[src/pkg/sysrst_pkg.sv]
// constants for the sysref alignment and reset control block
package sysrst_pkg;
   // register byte offsets
   localparam logic [11:0] CTRL_OFFSET = 12'h000;
   localparam logic [11:0] DELAY_OFFSET = 12'h004;
   localparam logic [11:0] STATUS_OFFSET = 12'h008;
   localparam logic [11:0] LMFC_OFFSET = 12'h00C;
   // control field positions
   localparam int CTRL_TRIGGER_BIT = 0;
   localparam int CTRL_PDN_BIT = 1;
   localparam int CTRL_DIVMASK_BIT = 2;
   localparam int CTRL_OSCMASK_BIT = 3;
   // reset values
   localparam logic [3:0] CTRL_RESET = 4'h0;
   localparam logic [3:0] DELAY_RESET = 4'h0;
   localparam logic [7:0] LMFC_PERIOD_RESET = 8'h1F;
   localparam logic [3:0] FRAME_PERIOD_RESET = 4'h3;
   // assertion counter saturation value
   localparam logic [1:0] COUNT_SAT = 2'h3;
   // delay line depth and width
   localparam int DELAY_DEPTH = 16;
   localparam int DELAY_W = 4;
endpackage

[src/verilog/sysrst_delay.sv]
// programmable delay line for the captured sysref level
`timescale 1ns/1ps
module sysrst_delay #(
   parameter int DEPTH = sysrst_pkg::DELAY_DEPTH,
   parameter int SEL_W = sysrst_pkg::DELAY_W
) (
   input wire logic clock,
   input wire logic sys_rst,
   input wire logic din,
   input wire logic [SEL_W-1:0] sel,
   output logic dout
);
   logic [DEPTH-1:0] tap_reg;
   logic [DEPTH-1:0] tap_next;
   logic dout_reg;
   logic dout_next;

   always_comb begin
      tap_next = {tap_reg[DEPTH-2:0], din};
      dout_next = tap_reg[sel];
   end

   always_ff @(posedge clock) begin
      if (sys_rst) begin
         tap_reg <= '0;
         dout_reg <= 1'b0;
      end else begin
         tap_reg <= tap_next;
         dout_reg <= dout_next;
      end
   end

   assign dout = dout_reg;
endmodule // sysrst_delay

[src/verilog/sysrst_ctrl.sv]
// sysref capture, assertion counting and reset pulse generation
`timescale 1ns/1ps
module sysrst_ctrl (
   input wire logic clock,
   input wire logic sys_rst,
   input wire logic sysref_pin,
   input wire logic psel,
   input wire logic penable,
   input wire logic pwrite,
   input wire logic [11:0] paddr,
   input wire logic [31:0] pwdata,
   output logic [31:0] prdata,
   output logic pready,
   output logic pslverr,
   output logic divider_reset,
   output logic oscillator_reset,
   output logic filter_reset,
   output logic multiframe_reset,
   output logic frame_clock,
   output logic multiframe_clock
);
   // ----------------------------------------
   // pin synchroniser and delay
   // ----------------------------------------
   logic sync1_reg;
   logic sync2_reg;
   logic delayed;
   logic prev_reg;
   logic prev_next;

   always_ff @(posedge clock) begin
      if (sys_rst) begin
         sync1_reg <= 1'b0;
         sync2_reg <= 1'b0;
      end else begin
         sync1_reg <= sysref_pin;
         sync2_reg <= sync1_reg;
      end
   end

   // ----------------------------------------
   // register file
   // ----------------------------------------
   logic [3:0] ctrl_reg;
   logic [3:0] ctrl_next;
   logic [3:0] delay_reg;
   logic [3:0] delay_next;
   logic [7:0] lmfc_period_reg;
   logic [7:0] lmfc_period_next;
   logic [31:0] prdata_reg;
   logic [31:0] prdata_next;
   logic pready_reg;
   logic pready_next;
   logic pslverr_reg;
   logic pslverr_next;
   logic [1:0] count_reg;
   logic [1:0] count_next;
   logic [7:0] lmfc_cnt_reg;
   logic [7:0] lmfc_cnt_next;

   // ----------------------------------------
   // input delay line
   // ----------------------------------------

   sysrst_delay #(
      .DEPTH(sysrst_pkg::DELAY_DEPTH),
      .SEL_W(sysrst_pkg::DELAY_W)
   ) u_delay (
      .clock(clock),
      .sys_rst(sys_rst),
      .din(sync2_reg),
      .sel(delay_reg),
      .dout(delayed)
   );

   // ----------------------------------------
   // bus access decode
   // ----------------------------------------

   function automatic logic addr_ok(input logic [11:0] a);
      addr_ok = (a == sysrst_pkg::CTRL_OFFSET) ||
                (a == sysrst_pkg::DELAY_OFFSET) ||
                (a == sysrst_pkg::STATUS_OFFSET) ||
                (a == sysrst_pkg::LMFC_OFFSET);
   endfunction

   logic access;
   logic commit;
   assign access = psel && penable && !pready_reg;
   // a write lands at the edge that completes the transfer
   assign commit = psel && penable && pready_reg && pwrite;

   always_comb begin
      ctrl_next = ctrl_reg;
      delay_next = delay_reg;
      lmfc_period_next = lmfc_period_reg;
      prdata_next = prdata_reg;
      pready_next = 1'b0;
      pslverr_next = 1'b0;
      if (access) begin
         pready_next = 1'b1;
         pslverr_next = !addr_ok(paddr);
         if (!pwrite) begin
            case (paddr)
               sysrst_pkg::CTRL_OFFSET: prdata_next = {28'h0, ctrl_reg};
               sysrst_pkg::DELAY_OFFSET: prdata_next = {28'h0, delay_reg};
               sysrst_pkg::STATUS_OFFSET:
                  prdata_next = {22'h0, lmfc_cnt_reg, count_reg};
               sysrst_pkg::LMFC_OFFSET:
                  prdata_next = {24'h0, lmfc_period_reg};
               default: prdata_next = 32'h0;
            endcase
         end
      end
      if (commit) begin
         case (paddr)
            sysrst_pkg::CTRL_OFFSET: ctrl_next = pwdata[3:0];
            sysrst_pkg::DELAY_OFFSET: delay_next = pwdata[3:0];
            sysrst_pkg::LMFC_OFFSET: lmfc_period_next = pwdata[7:0];
            default: ctrl_next = ctrl_reg;
         endcase
      end
   end

   always_ff @(posedge clock) begin
      if (sys_rst) begin
         ctrl_reg <= sysrst_pkg::CTRL_RESET;
         delay_reg <= sysrst_pkg::DELAY_RESET;
         lmfc_period_reg <= sysrst_pkg::LMFC_PERIOD_RESET;
         prdata_reg <= 32'h0;
         pready_reg <= 1'b0;
         pslverr_reg <= 1'b0;
      end else begin
         ctrl_reg <= ctrl_next;
         delay_reg <= delay_next;
         lmfc_period_reg <= lmfc_period_next;
         prdata_reg <= prdata_next;
         pready_reg <= pready_next;
         pslverr_reg <= pslverr_next;
      end
   end

   assign prdata = prdata_reg;
   assign pready = pready_reg;
   assign pslverr = pslverr_reg;

   // ----------------------------------------
   // assertion detection and counting
   // ----------------------------------------
   logic trig_prev_reg;
   logic trig_prev_next;
   logic gated;
   logic pin_edge;
   logic soft_edge;
   logic assertion;
   logic pdn;
   logic div_mask;
   logic osc_mask;

   assign pdn = ctrl_reg[sysrst_pkg::CTRL_PDN_BIT];
   assign div_mask = ctrl_reg[sysrst_pkg::CTRL_DIVMASK_BIT];
   assign osc_mask = ctrl_reg[sysrst_pkg::CTRL_OSCMASK_BIT];
   // gated buffer input forced low when powered down
   assign gated = delayed && !pdn;
   // held high while down: re-enabling on a high level is no edge
   assign prev_next = gated || pdn;
   assign pin_edge = gated && !prev_reg;
   assign soft_edge = ctrl_reg[sysrst_pkg::CTRL_TRIGGER_BIT] &&
                      !trig_prev_reg;
   // bursts and periodic waveforms handled alike
   assign assertion = pin_edge || soft_edge;

   // ----------------------------------------
   // assertion counter
   // ----------------------------------------

   logic qualify;
   assign qualify = assertion && (count_reg == sysrst_pkg::COUNT_SAT);

   always_comb begin
      count_next = count_reg;
      if (assertion && count_reg != sysrst_pkg::COUNT_SAT) begin
         count_next = count_reg + 2'h1;
      end
   end

   // ----------------------------------------
   // reset pulse generation
   // ----------------------------------------

   logic div_rst_reg;
   logic div_rst_next;
   logic osc_rst_reg;
   logic osc_rst_next;
   logic flt_rst_reg;
   logic flt_rst_next;
   logic mf_rst_reg;
   logic mf_rst_next;
   logic osc_ok;

   // third assertion counts: counter reaches sat on the third
   assign osc_ok = assertion && (count_reg == 2'h2 || qualify) &&
                   !osc_mask;

   always_comb begin
      div_rst_next = assertion && !div_mask;
      flt_rst_next = assertion;
      osc_rst_next = osc_ok;
      mf_rst_next = osc_ok;
      trig_prev_next = ctrl_reg[sysrst_pkg::CTRL_TRIGGER_BIT];
   end

   always_ff @(posedge clock) begin
      if (sys_rst) begin
         prev_reg <= 1'b0;
         trig_prev_reg <= 1'b0;
         count_reg <= 2'h0;
         div_rst_reg <= 1'b0;
         osc_rst_reg <= 1'b0;
         flt_rst_reg <= 1'b0;
         mf_rst_reg <= 1'b0;
      end else begin
         prev_reg <= prev_next;
         trig_prev_reg <= trig_prev_next;
         count_reg <= count_next;
         div_rst_reg <= div_rst_next;
         osc_rst_reg <= osc_rst_next;
         flt_rst_reg <= flt_rst_next;
         mf_rst_reg <= mf_rst_next;
      end
   end

   // ----------------------------------------
   // reset pulse outputs
   // ----------------------------------------

   assign divider_reset = div_rst_reg;
   assign oscillator_reset = osc_rst_reg;
   assign filter_reset = flt_rst_reg;
   assign multiframe_reset = mf_rst_reg;

   // ----------------------------------------
   // local frame and multiframe clocks
   // ----------------------------------------
   logic [3:0] frm_cnt_reg;
   logic [3:0] frm_cnt_next;
   logic frm_clk_reg;
   logic frm_clk_next;
   logic mf_clk_reg;
   logic mf_clk_next;

   always_comb begin
      frm_cnt_next = frm_cnt_reg + 4'h1;
      lmfc_cnt_next = lmfc_cnt_reg + 8'h01;
      if (frm_cnt_reg == sysrst_pkg::FRAME_PERIOD_RESET) begin
         frm_cnt_next = 4'h0;
      end
      if (lmfc_cnt_reg >= lmfc_period_reg) begin
         lmfc_cnt_next = 8'h00;
      end
      // realignment may repeat a clock pulse at once
      if (osc_ok) begin
         frm_cnt_next = 4'h0;
         lmfc_cnt_next = 8'h00;
      end
      frm_clk_next = (frm_cnt_next == 4'h0);
      mf_clk_next = (lmfc_cnt_next == 8'h00);
   end

   always_ff @(posedge clock) begin
      if (sys_rst) begin
         frm_cnt_reg <= 4'h0;
         lmfc_cnt_reg <= 8'h00;
         frm_clk_reg <= 1'b0;
         mf_clk_reg <= 1'b0;
      end else begin
         frm_cnt_reg <= frm_cnt_next;
         lmfc_cnt_reg <= lmfc_cnt_next;
         frm_clk_reg <= frm_clk_next;
         mf_clk_reg <= mf_clk_next;
      end
   end

   assign frame_clock = frm_clk_reg;
   assign multiframe_clock = mf_clk_reg;
endmodule // sysrst_ctrl

[config.mk]
export PLATFORM = sky130hd
export DESIGN_NAME = sysrst_ctrl
export DESIGN_NICKNAME = d
export VERILOG_FILES = /design/src/pkg/sysrst_pkg.sv /design/src/verilog/sysrst_delay.sv /design/src/verilog/sysrst_ctrl.sv
export SDC_FILE = /design/constraint.sdc
export NUM_CORES = 1
export LEC_CHECK = 0
export BUFFER_PORTS_ARGS = -buffer_cell sky130_fd_sc_hd__buf_2
export CORE_ASPECT_RATIO = 1.1
export CORE_UTILIZATION = 35
export CTS_BUF_LIST = sky130_fd_sc_hd__clkbuf_8
export CTS_CLUSTER_DIAMETER = 60
export DETAILED_ROUTE_END_ITERATION = 8
export PLACE_DENSITY_LB_ADDON = 0.15
export SLEW_MARGIN = 10
export SYNTH_ARGS = -nofsm -noshare
export SYNTH_HDL_FRONTEND = slang
export SYNTH_HIERARCHICAL = 1
export SYNTH_SLANG_ARGS = --single-unit
[constraint.sdc]
create_clock -name clock -period 4.6 [get_ports clock]
set_clock_uncertainty 0.1 [all_clocks]
set_input_delay 0.46 -clock clock [delete_from_list [all_inputs] [get_ports clock]]
set_output_delay 0.46 -clock clock [all_outputs]
set_load 0.05 [all_outputs]
==> results by stage <==
Critical path:
- In this run the worst path has a maximum fanout of 13.
- Walking the worst path, the cells encountered are buf_2 -> or4_4 -> nor4_4 -> nand4_1 -> nor3_1 -> a21oi_1.
- STA puts the critical path data arrival time at 2.71 ns.
- Measured in cells, the most critical reg-to-reg path has a length of 7.
- The cell with the largest stage delay on the worst path is sky130_fd_sc_hd__nand4_1.
- The longest individual stage delay on the worst path is 0.69 ns.
- In this run the critical register-to-register path is launched from lmfc_cnt_reg[0].
- STA classifies the critical path startpoint as an input port.
- STA classifies the critical path endpoint as a flip-flop.
- The required arrival time at the worst endpoint is 4.70 ns.
- The number of buffers and inverters on the critical path is 1.
- The register-to-register setup slack is 2.30 ns.
- The worst setup path is of the input port to flip-flop kind.
- The worst register-to-register path ends at lmfc_cnt_reg[2].
- The cell family contributing the most delay on the critical path is simple AND/OR/NAND/NOR gates.

Die:
- The floorplan has 35 rows.
- The die covers 0.00924 mm^2.
- The area of the core region is 0.00850 mm^2.
- The starting density of the core is 36.5%.
- The number of top-level pins is 90.
- The die outline width is 91.7 um.
- The vertical extent of the die is 101 um.

Cells and area:
- For this run, the number of standard cells in the final layout without fillers is 483.
- In the layout the commonest cells are sky130_fd_sc_hd__dfxtp_1 (68), sky130_fd_sc_hd__nor2_1 (49), sky130_fd_sc_hd__buf_2 (43).
- The final net count is 429.
- The area added between synthesis and finish is 13.2%.
- The post-route netlist has 19.9% of its cells at a drive strength greater than 1.
- The leading cell type in the layout, fill and taps excluded is sky130_fd_sc_hd__dfxtp_1.
- The final core area utilization is 41.3%.
- The register with the most flip-flops in the layout has 16 of them.
- The number of antenna repair diodes is 0.

STA:
- The number of hold-slack violations in the final timing report is 0.
- The total negative slack for setup checks is 0 ns.
- After layout, the minimum clock period comes to 2.60 ns.
- The tightest hold path in the finished design has a slack of 0.234 ns.
- Setup violations remaining at the end of the flow were counted as 0.
- The transition time at the pin with the least slew margin is 0.718 ns.
- The part of the cycle the worst path needs is 56.5%.
- Setup repair after global routing left no endpoint under its margin.
- The final worst-path setup slack is 2.00 ns.
- The total count of max-transition violations in the final report is 0.
- For this run, the top clock speed supported by timing is 0.384 GHz.
- Headroom to the max-slew limit came out at 52.0%.

Placement:
- OpenSTA, run right after detailed placement, puts the worst setup slack at 1.63 ns.
- The final weighted congestion in routability-driven placement is 0.693.
- The count of input and output buffers is 43.
- Once placement completed, the tool counted placed cells totaling 467.
- The half-perimeter wire length after placement is 4350 um.

Clocking:
- The sink count of the clock tree is 68.
- At the later pin of the worst-skew pair, clock insertion delay measures 0.34 ns.
- The depth of the CTS H-tree is 3.
- The total clock buffers created by CTS is 9.
- For this design, the CTS-stage hold fixing added 0 buffers.
- The buffer depth of the longest clock path is 2.
- The clock tree from TritonCTS is built.
- The number of gates resized after CTS was 0.
- The CTS root buffer is sky130_fd_sc_hd__clkbuf_8.
- The clock-pin slew on the worst setup and hold paths is 0.08 ns.
- In this run the post-CTS setup repair buffer count came out at 0.

Global routing:
- The global-route track usage on met3 is 3.62%.
- Entering global routing, the biggest net connects 44 pins.
- In the global route stage, met2 resource usage came out at 23.6%.
- Global routing used 14.0% of the available tracks across all layers.
- The number of antenna violations at the first check in global routing is 0.
- Global routing finished with a remaining overflow of 0.
- The first global-routing pass estimated 10000 um of wire.
- The routing layer with the top usage in global route is met2.
- For this run, global-route usage on met1 was measured as 17.1%.
- The number of global-route vias before repair came to 2143.

Logic synthesis:
- Summing the areas of all fa, ha and maj instances in the mapped netlist gives 4.84% of the synthesized area.
- After technology mapping, the gate count stands at 329.
- For this run, the number of Yosys warnings is 6.
- The predominant post-synthesis flop cell is sky130_fd_sc_hd__dfxtp_1.
- The number of synthesized flops with an enable pin is 0.
- After synthesis, the share of flip-flops with an asynchronous set or reset is 0%.
- The part of the Yosys area used for sequential elements is 43.9%.
- The number of unique standard cell types used by synthesis is 47.
- The synthesized netlist devotes 7.75% of its cell area to compound gates.
- The average instance in the mapped netlist occupies 9.42 um^2.
- Synthesis inferred 68 register bits.
- Summing the areas of all xor and xnor instances in the mapped netlist gives 2.26% of the synthesized area.
- By area, the combinational part of the netlist is dominated by simple AND/OR/NAND/NOR gates.
- The synthesized netlist occupies a cell area of 0.00310 mm^2.
- The multiplexer share of the synthesized area is 11.0%.
- The simple-gate portion of the synthesized area is 20.3%.

Routing:
- The count of routing violations after the opening detailed-route iteration is 70.
- Once detail routing completed, the nets flagged for antenna violations numbered 0.
- The detail-routed net length per standard cell is 12.5 um.
- In the routed layout, each cell is associated on average with a via count of 4.67.
- The detailed router placed 2258 vias in this run.
- The final wirelength is 6050 um.
- The first-pass iteration count of the detailed router is 4.
- For this run, design rule violations remaining after detail routing come to 0.

Pwr:
- The leakage power figure is 1.48 nW.
- The power density over cell area is 350 mW/mm^2.
- Across the VDD grid, the largest voltage drop is 121 uV.

Status:
- The run finished with clean final reports.

Min path:
- The number of stages on the worst hold path is 2.
- The worst hold path begins at sysref_pin.
- For hold timing, the worst endpoint is sync1_reg.
- The min-delay analysis places its worst path in the category input port to flip-flop.

Run:
- The max-cap violation count is 0.
==> report_power, final <==
group | total (mW) | leakage, nW | internal [mW] | switching (mW)
logic | 0.109 | 0.826 | 0.0280 | 0.0808
registers | 0.605 | 0.550 | 0.597 | 0.00783
clock network | 0.515 | 0.102 | 0.281 | 0.234
==> cells in the mapped netlist, types with 3 or more instances <==
| cell type | number | area (um^2) |
|---|---|---|
| sky130_fd_sc_hd__a211oi_1 | 3 | 22.5 |
| sky130_fd_sc_hd__a21oi_1 | 16 | 80.1 |
| sky130_fd_sc_hd__a2bb2oi_1 | 5 | 43.8 |
| sky130_fd_sc_hd__buf_4 | 23 | 173 |
| sky130_fd_sc_hd__clkbuf_1 | 11 | 41.3 |
| sky130_fd_sc_hd__dfxtp_1 | 68 | 1360 |
| sky130_fd_sc_hd__ha_1 | 12 | 150 |
| sky130_fd_sc_hd__inv_1 | 17 | 63.8 |
| sky130_fd_sc_hd__mux2i_1 | 18 | 180 |
| sky130_fd_sc_hd__mux4_2 | 5 | 113 |
| sky130_fd_sc_hd__nand2_1 | 13 | 48.8 |
| sky130_fd_sc_hd__nand3_1 | 13 | 65.1 |
| sky130_fd_sc_hd__nor2_1 | 49 | 184 |
| sky130_fd_sc_hd__nor2b_1 | 20 | 125 |
| sky130_fd_sc_hd__nor3_1 | 8 | 40.0 |
| sky130_fd_sc_hd__o21ai_0 | 4 | 20.0 |
| sky130_fd_sc_hd__xnor2_1 | 3 | 26.3 |
| sky130_fd_sc_hd__xor2_1 | 5 | 43.8 |
==> layout make-up <==
| class | instances | area, um^2 |
|---|---|---|
| Fill cell | 867 | 4990 |
| Clock buffer | 11 | 151 |
| Multi-Input combinational cell | 227 | 1510 |
| Clock inverter | 5 | 58.8 |
| Inverter | 17 | 63.8 |
| Tap cell | 111 | 139 |
| Timing Repair Buffer | 44 | 223 |
| Sequential cell | 68 | 1360 |
==> per-stage QoR <==
step | instance area, um^2 | power [mW]
CTS | 3510 | 1.24
finish | 3510 | 1.23
global placement | 3300 | 0.728
detailed placement | 3300 | 0.728
global route | 3510 | 1.28
floorplan | 3180 | 0.718
==> cell families after synthesis <==
| group | after synthesis |
|---|---|
| AND/OR/NAND/NOR | 122 |
| XOR/XNOR | 8 |
| AO/OA/AOI/OAI | 37 |
| buffers and inverters | 55 |
| flip-flops | 68 |
| multiplexers | 26 |
| adder cells (fa/ha/maj) | 12 |
| other | 1 |
==> worst max-delay path by stage <==
stage / cells after the start / start / endpoint / slack (ns)
2_1_floorplan: 6 / paddr[9] / lmfc_period_reg[0] / 2.33
3_3_place_gp: 6 / paddr[9] / lmfc_period_reg[0] / 1.71
3_5_place_dp: 6 / paddr[9] / lmfc_period_reg[0] / 1.63
4_1_cts: 6 / paddr[9] / lmfc_period_reg[0] / 1.99
5_1_grt: 6 / paddr[9] / lmfc_period_reg[3] / 1.79
6_report: 6 / paddr[9] / lmfc_period_reg[0] / 2.00
==> worst reg2reg max path: stages (launching register included) <==
cell and delay (ns):
sky130_fd_sc_hd__dfxtp_1 0.46, sky130_fd_sc_hd__inv_1 0.07, sky130_fd_sc_hd__ha_1 0.27, sky130_fd_sc_hd__nor2_1 0.09
sky130_fd_sc_hd__a21oi_1 0.07, sky130_fd_sc_hd__o31a_1 0.25, sky130_fd_sc_hd__or4b_2 0.78, sky130_fd_sc_hd__nor2_1 0.15
==> routing by layer <==
metal  share of wire, %  vias up
li1                   -     1150
met1                 48     1050
met2                 47       51
met3                4.0        7
met4               0.83        0
met5                  0        -
No activity file was read; power rests on OpenSTA's default activity.
